`config.mk`:
```
export PLATFORM = sky130hd
export DESIGN_NAME = csec_top
export DESIGN_NICKNAME = d
export VERILOG_FILES = /design/src/verilog/csec_evt_unit.v /design/src/verilog/csec_top.v
export VERILOG_INCLUDE_DIRS = /design/src /design/src/verilog
export SDC_FILE = /design/constraint.sdc
export NUM_CORES = 1
export LEC_CHECK = 0
export BUFFER_PORTS_ARGS = -buffer_cell sky130_fd_sc_hd__buf_4
export CAP_MARGIN = 15
export CORE_MARGIN = 1
export CORE_UTILIZATION = 25
export CTS_CLUSTER_DIAMETER = 50
export DETAILED_ROUTE_END_ITERATION = 6
export PLACE_DENSITY_LB_ADDON = 0.15
export SETUP_SLACK_MARGIN = 0.05
export SLEW_MARGIN = 20
export SYNTH_ARGS = -nofsm -noshare
export SYNTH_HDL_FRONTEND = slang
export SYNTH_HIERARCHICAL = 1
export SYNTH_SLANG_ARGS = --single-unit
```
`constraint.sdc`:
```
create_clock -name i_clk -period 3.9 [get_ports i_clk]
set_input_delay 0.195 -clock i_clk [delete_from_list [all_inputs] [get_ports i_clk]]
set_output_delay 0.195 -clock i_clk [all_outputs]
set_load 0.01 [all_outputs]
```
`src/verilog/csec_map.vh`:
```
// Purpose: Register indices, field positions and constants of the cycle stamp block.
// Assumes: Included by every design file of the block by its bare name.
// Notes:   Definitions only; no logic lives here.
`ifndef CSEC_MAP_VH
`define CSEC_MAP_VH

// ==================================================================
// Model register indices presented on i_mr_idx
`define CSEC_IDX_W           3
`define CSEC_IDX_SETUP_FIRST 3'h0
`define CSEC_IDX_SETUP_SECND 3'h1
`define CSEC_IDX_COUNT_FIRST 3'h2
`define CSEC_IDX_COUNT_SECND 3'h3
`define CSEC_IDX_CYCLE_STAMP 3'h4

// ==================================================================
// Event setup register fields
`define CSEC_CODE_HI  7
`define CSEC_CODE_LO  0
`define CSEC_MASK_HI  15
`define CSEC_MASK_LO  8
`define CSEC_B_LOWPRV 16
`define CSEC_B_RING0  17
`define CSEC_B_EDGE   18
`define CSEC_B_PIN    19
`define CSEC_B_INT    20
`define CSEC_B_GATE   22
`define CSEC_B_FLIP   23
`define CSEC_THR_HI   31
`define CSEC_THR_LO   24
`define CSEC_SETUP_W  32

// ==================================================================
// Widths, reset values and other constants
`define CSEC_STAMP_W    64
`define CSEC_HALF_W     32
`define CSEC_EVCNT_W    40
`define CSEC_EVN_W      8
`define CSEC_SIGN_BIT   31
`define CSEC_PIN_BUSCLK 2
`define CSEC_RING0      2'h0
`define CSEC_ZERO32     32'h0000_0000
`define CSEC_ZERO64     64'h0000_0000_0000_0000
`define CSEC_HOLD_W     8

`endif

```
`src/verilog/csec_evt_unit.v`:
```
// Purpose: One event or duration counter with its filters, wrap and pin logic.
// Assumes: i_events is the number of selected events seen this core clock.
// Notes:   Instantiated once per counter by csec_top.
`include "csec_map.vh"

module csec_evt_unit #(
  parameter CNT_W     = `CSEC_EVCNT_W,
  parameter BUS_RATIO = 1
) (
  input  wire                     i_clk,
  input  wire                     i_reset,
  input  wire [`CSEC_SETUP_W-1:0] i_setup,
  input  wire                     i_gate,
  input  wire [1:0]               i_cpl,
  input  wire [`CSEC_EVN_W-1:0]   i_events,
  input  wire                     i_load,
  input  wire [`CSEC_HALF_W-1:0]  i_load_data,
  output reg  [CNT_W-1:0]         o_count,
  output reg                      o_wrap,
  output reg                      o_pin
);

  // The product is worked out as an integer, then cut to the hold counter on purpose.
  localparam integer            HOLD_I = `CSEC_PIN_BUSCLK * BUS_RATIO;
  localparam [`CSEC_HOLD_W-1:0] HOLD   = HOLD_I[`CSEC_HOLD_W-1:0];

  // ==================================================================
  // Qualification of the event stream
  wire [`CSEC_EVN_W-1:0] thr     = i_setup[`CSEC_THR_HI:`CSEC_THR_LO];
  wire                   thr_on  = (thr != {`CSEC_EVN_W{1'b0}});
  wire                   in_ring0 = (i_cpl == `CSEC_RING0);
  wire                   priv_ok = in_ring0 ? i_setup[`CSEC_B_RING0]
                                            : i_setup[`CSEC_B_LOWPRV];
  wire                   live    = i_gate & priv_ok;
  wire                   cmp     = (i_events >= thr) ^ i_setup[`CSEC_B_FLIP];
  wire                   cond    = thr_on ? cmp : (i_events != {`CSEC_EVN_W{1'b0}});
  reg                    cond_q;
  reg  [`CSEC_HOLD_W-1:0] hold_q;
  reg  [`CSEC_HOLD_W-1:0] hold_d;
  reg  [`CSEC_EVN_W-1:0] inc;
  wire                   rise    = cond & live & ~cond_q;

  // Amount added this cycle; duration mode is a condition source giving one per clock.
  always @*
  begin
    if (!live)
      inc = {`CSEC_EVN_W{1'b0}};
    else if (i_setup[`CSEC_B_EDGE])
      inc = {{(`CSEC_EVN_W-1){1'b0}}, rise};
    else if (thr_on)
      inc = {{(`CSEC_EVN_W-1){1'b0}}, cmp};
    else
      inc = i_events;
  end

  wire [CNT_W:0] sum   = {1'b0, o_count} + {{(CNT_W+1-`CSEC_EVN_W){1'b0}}, inc};
  wire           carry = sum[CNT_W];
  wire           trig  = i_setup[`CSEC_B_PIN] ? carry : (inc != {`CSEC_EVN_W{1'b0}});

  // A new toggle while one is running restarts the hold; pulses may merge.
  always @*
  begin
    if (trig)
      hold_d = HOLD;
    else if (hold_q != {`CSEC_HOLD_W{1'b0}})
      hold_d = hold_q - {{(`CSEC_HOLD_W-1){1'b0}}, 1'b1};
    else
      hold_d = hold_q;
  end

  // Counter, wrap pulse, edge history and monitor pin.
  always @(posedge i_clk)
  begin
    if (i_reset)
    begin
      o_count <= {CNT_W{1'b0}};
      o_wrap  <= 1'b0;
      o_pin   <= 1'b0;
      cond_q  <= 1'b0;
      hold_q  <= {`CSEC_HOLD_W{1'b0}};
    end
    else
    begin
      cond_q <= cond & live;
      hold_q <= hold_d;
      o_pin  <= (hold_d != {`CSEC_HOLD_W{1'b0}});
      if (i_load)
      begin
        o_count <= {{(CNT_W-`CSEC_HALF_W){i_load_data[`CSEC_SIGN_BIT]}}, i_load_data};
        o_wrap  <= 1'b0;
      end
      else
      begin
        o_count <= sum[CNT_W-1:0];
        o_wrap  <= carry;
      end
    end
  end

endmodule // csec_evt_unit

```
`src/verilog/csec_top.v`:
```
// Purpose: Cycle stamp counter and two event counters with their setup registers.
// Assumes: One access request per clock; requests are synchronous to i_clk.
// Notes:   Every request is answered one clock later on o_ack or o_fault.
//
// What this block does
// - 64-bit cycle stamp advances every core clock
// - Stamp keeps counting while the core halts
// - Reset clears the cycle stamp
// - Stamp write loads low half, zeroes upper
// - Cycle read lock restricts stamp reads to ring0
// - Two independent 40-bit event counters
// - Duration mode counts clocks while condition holds
// - Setup holds event code and unit mask
// - Bit 16 counts at rings one to three
// - Bit 17 counts at ring zero
// - Bit 18 counts only rising condition edges
// - Bit 19 picks pin toggle on wrap or event
// - Pin toggle is active two bus clocks
// - Bit 20 raises interrupt on counter wrap
// - Bit 22 of first setup gates both
// - Bit 23 inverts the threshold comparison
// - Nonzero threshold adds one when met
// - Zero threshold adds full event count
// - Event read lock restricts counter reads to ring0
// - Counter write sign-extends bit 31
// - Model register access only at ring zero
// - Cleared setups stop their counters
`include "csec_map.vh"

module csec_top #(
  parameter CNT_W     = `CSEC_EVCNT_W,
  parameter BUS_RATIO = 1
) (
  input  wire                     i_clk,
  input  wire                     i_reset,
  input  wire [1:0]               i_cpl,
  input  wire                     i_cycle_read_lock,
  input  wire                     i_event_read_lock,
  input  wire                     i_mr_rd,
  input  wire                     i_mr_wr,
  input  wire [`CSEC_IDX_W-1:0]   i_mr_idx,
  input  wire [`CSEC_STAMP_W-1:0] i_mr_wdata,
  input  wire                     i_cycle_read_instr,
  input  wire                     i_event_read_instr,
  input  wire                     i_event_read_sel,
  input  wire [`CSEC_EVN_W-1:0]   i_events_first,
  input  wire [`CSEC_EVN_W-1:0]   i_events_second,
  output reg  [`CSEC_STAMP_W-1:0] o_rd_data,
  output reg                      o_ack,
  output reg                      o_fault,
  output wire [7:0]               o_event_code_first,
  output wire [7:0]               o_unit_mask_first,
  output wire [7:0]               o_event_code_second,
  output wire [7:0]               o_unit_mask_second,
  output wire                     o_monitor_pin_first,
  output wire                     o_monitor_pin_second,
  output reg                      o_overflow_irq
);

  // ==================================================================
  // State
  reg  [`CSEC_STAMP_W-1:0] stamp_q;
  reg  [`CSEC_STAMP_W-1:0] stamp_d;
  reg  [`CSEC_SETUP_W-1:0] setup_first_q;
  reg  [`CSEC_SETUP_W-1:0] setup_second_q;
  wire [CNT_W-1:0]         count_first;
  wire [CNT_W-1:0]         count_second;
  wire                     wrap_first;
  wire                     wrap_second;

  // ==================================================================
  // Request decode and privilege checks
  wire ring0    = (i_cpl == `CSEC_RING0);
  wire mr_any   = i_mr_rd | i_mr_wr;
  wire idx_ok   = (i_mr_idx <= `CSEC_IDX_CYCLE_STAMP);
  wire mr_ok    = mr_any & ring0 & idx_ok;
  wire mr_wr_ok = mr_ok & i_mr_wr;
  wire ev_req   = ~mr_any & i_event_read_instr;
  wire ev_ok    = ev_req & (~i_event_read_lock | ring0);
  wire cy_req   = ~mr_any & ~i_event_read_instr & i_cycle_read_instr;
  wire cy_ok    = cy_req & (~i_cycle_read_lock | ring0);
  wire any_req  = mr_any | ev_req | cy_req;
  wire any_ok   = mr_ok | ev_ok | cy_ok;

  wire wr_setup_first  = mr_wr_ok & (i_mr_idx == `CSEC_IDX_SETUP_FIRST);
  wire wr_setup_second = mr_wr_ok & (i_mr_idx == `CSEC_IDX_SETUP_SECND);
  wire wr_count_first  = mr_wr_ok & (i_mr_idx == `CSEC_IDX_COUNT_FIRST);
  wire wr_count_second = mr_wr_ok & (i_mr_idx == `CSEC_IDX_COUNT_SECND);
  wire wr_stamp        = mr_wr_ok & (i_mr_idx == `CSEC_IDX_CYCLE_STAMP);

  // The gate bit lives only in the first setup register and drives both counters.
  wire gate = setup_first_q[`CSEC_B_GATE];

  // ==================================================================
  // Cycle stamp: counts every clock with no halt input, so halts never stop it.
  always @*
  begin
    if (wr_stamp)
      stamp_d = {`CSEC_ZERO32, i_mr_wdata[`CSEC_HALF_W-1:0]};
    else
      stamp_d = stamp_q + {{(`CSEC_STAMP_W-1){1'b0}}, 1'b1};
  end

  always @(posedge i_clk)
  begin
    if (i_reset)
      stamp_q <= `CSEC_ZERO64;
    else
      stamp_q <= stamp_d;
  end

  // ==================================================================
  // Setup registers. A setup written to all zeros clears both privilege
  // filters, which stops that counter without any extra logic.
  always @(posedge i_clk)
  begin
    if (i_reset)
    begin
      setup_first_q  <= `CSEC_ZERO32;
      setup_second_q <= `CSEC_ZERO32;
    end
    else
    begin
      if (wr_setup_first)
        setup_first_q <= i_mr_wdata[`CSEC_SETUP_W-1:0];
      if (wr_setup_second)
      begin
        setup_second_q              <= i_mr_wdata[`CSEC_SETUP_W-1:0];
        setup_second_q[`CSEC_B_GATE] <= 1'b0;
      end
    end
  end

  // Event code and unit mask steer the external event selection.
  assign o_event_code_first  = setup_first_q[`CSEC_CODE_HI:`CSEC_CODE_LO];
  assign o_unit_mask_first   = setup_first_q[`CSEC_MASK_HI:`CSEC_MASK_LO];
  assign o_event_code_second = setup_second_q[`CSEC_CODE_HI:`CSEC_CODE_LO];
  assign o_unit_mask_second  = setup_second_q[`CSEC_MASK_HI:`CSEC_MASK_LO];

  // ==================================================================
  // Two identical, independent counter units.
  csec_evt_unit #(
    .CNT_W     (CNT_W),
    .BUS_RATIO (BUS_RATIO)
  ) u_first (
    .i_clk       (i_clk),
    .i_reset     (i_reset),
    .i_setup     (setup_first_q),
    .i_gate      (gate),
    .i_cpl       (i_cpl),
    .i_events    (i_events_first),
    .i_load      (wr_count_first),
    .i_load_data (i_mr_wdata[`CSEC_HALF_W-1:0]),
    .o_count     (count_first),
    .o_wrap      (wrap_first),
    .o_pin       (o_monitor_pin_first)
  );

  csec_evt_unit #(
    .CNT_W     (CNT_W),
    .BUS_RATIO (BUS_RATIO)
  ) u_second (
    .i_clk       (i_clk),
    .i_reset     (i_reset),
    .i_setup     (setup_second_q),
    .i_gate      (gate),
    .i_cpl       (i_cpl),
    .i_events    (i_events_second),
    .i_load      (wr_count_second),
    .i_load_data (i_mr_wdata[`CSEC_HALF_W-1:0]),
    .o_count     (count_second),
    .o_wrap      (wrap_second),
    .o_pin       (o_monitor_pin_second)
  );

  // ==================================================================
  // Overflow interrupt: one pulse per clock in which a counter whose bit 20 is set wraps.
  // The local interrupt controller is expected to latch it.
  always @(posedge i_clk)
  begin
    if (i_reset)
      o_overflow_irq <= 1'b0;
    else
      o_overflow_irq <= (wrap_first & setup_first_q[`CSEC_B_INT]) |
                        (wrap_second & setup_second_q[`CSEC_B_INT]);
  end

  // ==================================================================
  // Read data selection for the three read paths.
  reg [`CSEC_STAMP_W-1:0] rd_d;
  wire [`CSEC_STAMP_W-1:0] cnt1_ext = {{(`CSEC_STAMP_W-CNT_W){1'b0}}, count_first};
  wire [`CSEC_STAMP_W-1:0] cnt2_ext = {{(`CSEC_STAMP_W-CNT_W){1'b0}}, count_second};

  always @*
  begin
    rd_d = `CSEC_ZERO64;
    if (mr_ok & i_mr_rd)
    begin
      case (i_mr_idx)
        `CSEC_IDX_SETUP_FIRST: rd_d = {`CSEC_ZERO32, setup_first_q};
        `CSEC_IDX_SETUP_SECND: rd_d = {`CSEC_ZERO32, setup_second_q};
        `CSEC_IDX_COUNT_FIRST: rd_d = cnt1_ext;
        `CSEC_IDX_COUNT_SECND: rd_d = cnt2_ext;
        `CSEC_IDX_CYCLE_STAMP: rd_d = stamp_q;
        default:               rd_d = `CSEC_ZERO64;
      endcase
    end
    else if (ev_ok)
      rd_d = i_event_read_sel ? cnt2_ext : cnt1_ext;
    else if (cy_ok)
      rd_d = stamp_q;
  end

  // ==================================================================
  // Answer register: exactly one of ack or fault per request, one clock
  // later. Read data holds until the next successful read.
  always @(posedge i_clk)
  begin
    if (i_reset)
    begin
      o_rd_data <= `CSEC_ZERO64;
      o_ack     <= 1'b0;
      o_fault   <= 1'b0;
    end
    else
    begin
      o_ack   <= any_ok;
      o_fault <= any_req & ~any_ok;
      if (any_ok & ~mr_wr_ok)
        o_rd_data <= rd_d;
    end
  end

endmodule // csec_top

```
---- Word-level counts from Yosys, hierarchy flattened ----
Cells that the tools add are included.
storage, ports and cells
  output and inout bits ................... 101
  input port bits ......................... 94
  word-level logic and storage cells ...... 111
  flip-flop bits (word level) ............. 296
operators by class
  add/sub/neg operators ................... 5
  bitwise operators ....................... 42
  reductions and logical operators ........ 15
  mux-type cells .......................... 24
  equality and inequality tests ........... 4
  order comparisons ....................... 3
operator list
  kind                                                                   count
  64-bit one-hot mux with 5 select lines                                 1
  64-bit 2-to-1 mux                                                      3
  40-bit 2-to-1 mux                                                      3
  40-bit by 8-bit adder with 41-bit output                               2
  8-bit 2-to-1 mux                                                       10
  8-bit nonzero test                                                     10
  64-bit by 1-bit adder with 64-bit output, second input constant        1
  32-bit 2-to-1 mux                                                      1
  1-bit AND                                                              24
  8-bit >= comparator                                                    2
  8-bit by 1-bit subtractor with 8-bit output, second input constant     2
  1-bit inverter                                                         8
  1-bit OR                                                               8
  3-bit by 2-bit equality test with 1-bit output, second input constant  2
  1-bit 2-to-1 mux                                                       6
  2-bit OR reduction                                                     3
  3-bit by 1-bit equality test with 1-bit output, second input constant  1
  3-bit equality test, second input constant                             1
  3-bit less-or-equal comparator, second input constant                  1
  3-bit zero test                                                        1
  2-bit zero test                                                        1
  1-bit XOR                                                              2

---- Logic depth before layout (Yosys ltp) ----
  depth in word-level cells ............... 11
  mapped depth ............................ 16
  mapped depth without buffers ............ 15

---- By module ----
Netlist, hierarchy kept.
modules (own cells, without submodules)
  module                     cells an instance  area an instance (um2)  seq. area each (um2)  instances
  csec_top                   1,247              10,179.8                3,883.7               1
  csec_evt_unit at u_second  399                3,382.0                 1,021.0               1
  csec_evt_unit at u_first   404                3,294.4                 1,021.0               1

---- Worst setup path before layout ----
OpenSTA, ideal clock, no wires.
  path kind ............................... register to register
  from .................................... register setup_second_q[26]
  to ...................................... register u_second.hold_q[5]
  arrival ................................. 3.473 ns
  slack ................................... 0.315 ns
  path buffers ............................ 0
  period minus slack after synthesis ...... 3.585 ns
  library setup time ...................... 0.112 ns
  stages on the path, launching flop included .. 16
  data required time ...................... 3.788 ns
  path through ............................ dfxtp_1 > inv_1 > ha_1 > a211oi_1 > o21ai_1 > a211oi_1 > mux2i_1 > nor2_1 > ha_1 > fa_1 > a211oi_1 > o21bai_1 > o21ai_1 > or2_2 > nand2_2 > a2111oi_1
on the way
  word-level cells in the longest chain between the ends .. 10
  elaborated cells on any way between the ends .. 13
  those cells by class .................... 1 x add/sub; 1 x order compare; 6 x mux; 3 x bitwise; 2 x reduce/logical
ends and longest elaborated chain
  item                                                                                   line                                    text
  start, declared                                                                        csec_top.v:65                           reg [`CSEC_SETUP_W-1:0] setup_second_q;
  start signal, assigned                                                                 csec_top.v:120                          setup_second_q <= `CSEC_ZERO32;
  start signal, assigned                                                                 csec_top.v:128                          setup_second_q <= i_mr_wdata[`CSEC_SETUP_W-1:0];
  8-bit >= comparator                                                                    csec_evt_unit.v:35                      wire cmp = (i_events >= thr) ^ i_setup[`CSEC_B_FLIP];
  1-bit XOR                                                                              csec_evt_unit.v:35
  1-bit 2-to-1 mux                                                                       csec_evt_unit.v:36                      wire cond = thr_on ? cmp : (i_events != {`CSEC_EVN_W{1'b0}});
  1-bit AND (2 in a row)                                                                 csec_evt_unit.v:41                      wire rise = cond & live & ~cond_q;
  8-bit 2-to-1 mux *                                                                     csec_evt_unit.v:48                      else if (i_setup[`CSEC_B_EDGE])
  8-bit 2-to-1 mux *                                                                     csec_evt_unit.v:46                      if (!live)
  40-bit by 8-bit adder with 41-bit output / 8-bit nonzero test (equally long branches)  csec_evt_unit.v:56, csec_evt_unit.v:58
  1-bit 2-to-1 mux *                                                                     csec_evt_unit.v:58                      wire trig = i_setup[`CSEC_B_PIN] ? carry : (inc != {`CSEC_EVN_W{1'b0}});
  8-bit 2-to-1 mux *                                                                     csec_evt_unit.v:63                      if (trig)
  end signal, assigned                                                                   csec_evt_unit.v:80                      hold_q <= {`CSEC_HOLD_W{1'b0}};
  end signal, assigned                                                                   csec_evt_unit.v:85                      hold_q <= hold_d;
  end, declared                                                                          csec_evt_unit.v:38                      reg [`CSEC_HOLD_W-1:0] hold_q;
Every way passes the cells marked *; elsewhere a longest branch is shown, timed or not.
A chain may end at the register's enable or synchronous reset.

---- Worst setup path in the final report ----
  from .................................... register setup_second_q[26]
  to ...................................... register u_second.hold_q[0]
The elaborated chain is that of the path after synthesis.

==> flow_summary.json <==
{
  "status": "finished clean",
  "critical-path-max-stage-delay_ps": 380,
  "floorplan.initialDensity_pct": 25.5,
  "grt_pass1_vias": 15900,
  "io_buffers": 162,
  "antenna-diode-count": 0,
  "num_vias": 16600,
  "ff2ff_path_depth": 16,
  "crit_path_start": "setup_second_q[26]",
  "crit_slowest_cell": "sky130_fd_sc_hd__fa_2",
  "rsz0062_at_grt": "no",
  "dieArea_um2": 68500,
  "placed_cell_area_um2": 19000,
  "globalRouteOverflowTotal": 0,
  "slew_viol_final": 0,
  "wire_length_reported_by_the_detailed_router_um": 68900,
  "yosysWarningCount": 6,
  "post-route-period-util_pct": 96.0,
  "min_period_ps": 3750,
  "max_frequency_mhz": 267,
  "launch_point_of_the_worst_hold_path": "i_events_first[1]",
  "p_leak_nw": 7.65,
  "final-setup-viol-count": 0,
  "crit_cells": 16,
  "ctsLongestPathBuffers": 3,
  "num-nets-final": 2347,
  "min_path_type": "in -> reg",
  "final-hold-violation-count": 0,
  "worst_margin_slew_ps": 1110,
  "reg2reg_setup_slack_ps": 150,
  "critical_path_arrival_ps": 4240,
  "worstSkewPairLatency_ps": 600,
  "syn-instance-count": 2049,
  "grt_antenna_before_repair": 0,
  "vdd_drop_max_mv": 0.271,
  "globalRouteTotalUtil_pct": 19.7,
  "drt_iter0_drc": 1304,
  "crit_chain": "inv_1, ha_1, a211oi_2, o21ai_1, a211oi_2, mux2i_1, nor2_1, ha_1, fa_2, a211oi_2, o21bai_2, o21ai_2, or2_4, nand2_2, buf_4, a211oi_1",
  "timing.critical_path.buf_inv": 2,
  "cts_made_buffers": 49,
  "post_synth_instance_area_um2": 16900,
  "gp_congestion": 0.851,
  "clock-root-buffer": "sky130_fd_sc_hd__clkbuf_16",
  "design_area_final_um2": 21300,
  "worst_slew_margin_rel_pct": 25.9,
  "timing.critical_path.mode_cell": "sky130_fd_sc_hd__a211oi_2",
  "avgViaCountPerCell": 5.32,
  "timing.setup.critical_path_class": "reg -> reg",
  "grt_pass1_wl_um": 103000,
  "drv.max_cap_violation_count": 0,
  "synth_nets": 2182,
  "startpoint_type": "flip-flop",
  "boundaryPins": 195,
  "clk_transition_reported_paths_ps": 50,
  "number_of_sinks_handled_by_clock_tree_synthesis": 296,
  "final_core_util_pct": 32.1,
  "drive_gt1_share_pct": 19.6,
  "critical_path.top_delay_family": "compound AO/OA/AOI/OAI gates",
  "drtAntennaViolNets": 0,
  "die_y_um": 262,
  "cts_tree": "yes",
  "stdcell_count": 3117,
  "crit_required_ps": 4400,
  "drtPass1Iterations": 6,
  "grt_max_degree": 174,
  "clock-skew-final_ps": 31.7,
  "detailed_place_hpwl_um": 47800,
  "die_width_um": 262,
  "synth_area_per_cell_um2": 8.22,
  "worst_r2r_startpoint": "setup_second_q[26]",
  "drc_errors": 0,
  "core_area_um2": 66200,
  "pwr_density_cell_nw_per_um2": 430,
  "dp.cells": 2987,
  "cp_max_fo": 6,
  "layout-area-overhead-vs-synth_pct": 26.3,
  "core.rowCount": 94,
  "crit_end": "u_second/hold_q[0]",
  "worst_r2r_endpoint": "u_second/hold_q[0]",
  "hold_slack_ps": 120,
  "critical_path.endpoint_type": "flip-flop",
  "wl_per_cell_um": 22.1,
  "clock_tree.htree_level_count": 2
}
==> per-layer routing <==
layer	global-route usage [%]	routed length, um	up-vias
li1	-	-	7852
met4	5.65	1510	0
met2	30.2	30400	482
met3	2.98	3820	93
met1	28.4	33200	8142
met5	0	0	-
==> power by group <==
group,internal [mW],switching (mW),total (mW),leakage (nW)
Clock,3.08,1.71,4.79,0.859
Combinational,0.455,0.667,1.12,4.40
Sequential,3.14,0.113,3.25,2.39
Total,6.67,2.49,9.16,7.65
==> placed cells by master, fill, tap and decap left out, drive strengths merged, types with 17 or more instances in the layout <==
| master | instances |
|---|---|
| dfxtp | 296 |
| nand2 | 277 |
| buf | 245 |
| a21oi | 191 |
| nor2 | 149 |
| o21ai | 108 |
| a211oi | 72 |
| nand3 | 69 |
| xnor2 | 65 |
| clkbuf | 57 |
| mux2i | 52 |
| xor2 | 49 |
| nand4 | 46 |
| inv | 44 |
| mux2 | 42 |
| nor3 | 38 |
| dlygate4sd3 | 37 |
| ha | 37 |
| a221oi | 34 |
| a221o | 31 |
| a32o | 31 |
| or3 | 31 |
| nor4 | 29 |
| and2 | 25 |
| and3 | 19 |
| and4 | 17 |
==> stage by stage <==
stage | worst slack, ps | total power, mW | setup TNS (ps)
after floorplan | 315 | 4.01 | 0
after global placement | 40.1 | 4.38 | 0
after detailed placement | -16.1 | 4.39 | -16.1
after CTS | 59.9 | 9.27 | 0
after global routing | 41.7 | 9.53 | 0
final | 155 | 9.16 | 0
==> what timing repair did <==
item | 4_1_cts | 5_1_grt
endpoints found under the setup margin | 15 | 51
hold endpoints to repair | 168 | 0
cloned | 0 | 1
gates resized for setup | 2 | 15
hold buffers | 37 | 0
setup buffers | 0 | 2
pin swaps | 0 | 5
==> layout make-up <==
cell class / instances / area [um2]
Multi-Input combinational cell: 1548 / 10100
Inverter: 37 / 139
Clock inverter: 33 / 474
Timing Repair Buffer: 282 / 2240
Fill cell: 6978 / 44900
Tap cell: 864 / 1080
Clock buffer: 57 / 1310
Sequential cell: 296 / 5930
==> worst register-to-register path: stages (launching register included) <==
cell and delay (ps):
sky130_fd_sc_hd__dfxtp_1 330, sky130_fd_sc_hd__inv_1 50, sky130_fd_sc_hd__ha_1 320, sky130_fd_sc_hd__a211oi_2 250, sky130_fd_sc_hd__o21ai_1 110, sky130_fd_sc_hd__a211oi_2 260, sky130_fd_sc_hd__mux2i_1 280, sky130_fd_sc_hd__nor2_1 120
sky130_fd_sc_hd__ha_1 230, sky130_fd_sc_hd__fa_2 380, sky130_fd_sc_hd__a211oi_2 240, sky130_fd_sc_hd__o21bai_2 120, sky130_fd_sc_hd__o21ai_2 280, sky130_fd_sc_hd__or2_4 200, sky130_fd_sc_hd__nand2_2 80, sky130_fd_sc_hd__buf_4 180
sky130_fd_sc_hd__a211oi_1 220
==> worst min path at each step <==
stage | endpoint | slack (ps) | cells after the start
floorplan | stamp_q[17] | 300 | 2
global placement | setup_second_q[21] | 440 | 2
detailed placement | o_rd_data[48] | 450 | 2
CTS | u_first/cond_q | 90 | 5
global route | u_second/cond_q | 140 | 5
finish | u_first/cond_q | 120 | 5
==> flip-flops by register name, summed over array words and instances, names as in the netlist, 8 cells and up <==
| register | cells |
|---|---|
| u_second/o_count | 40 |
| setup_second_q | 31 |
| o_rd_data | 64 |
| setup_first_q | 32 |
| u_first/o_count | 40 |
| u_second/hold_q | 8 |
| u_first/hold_q | 8 |
| stamp_q | 64 |
(Power assumes the default switching activity.)
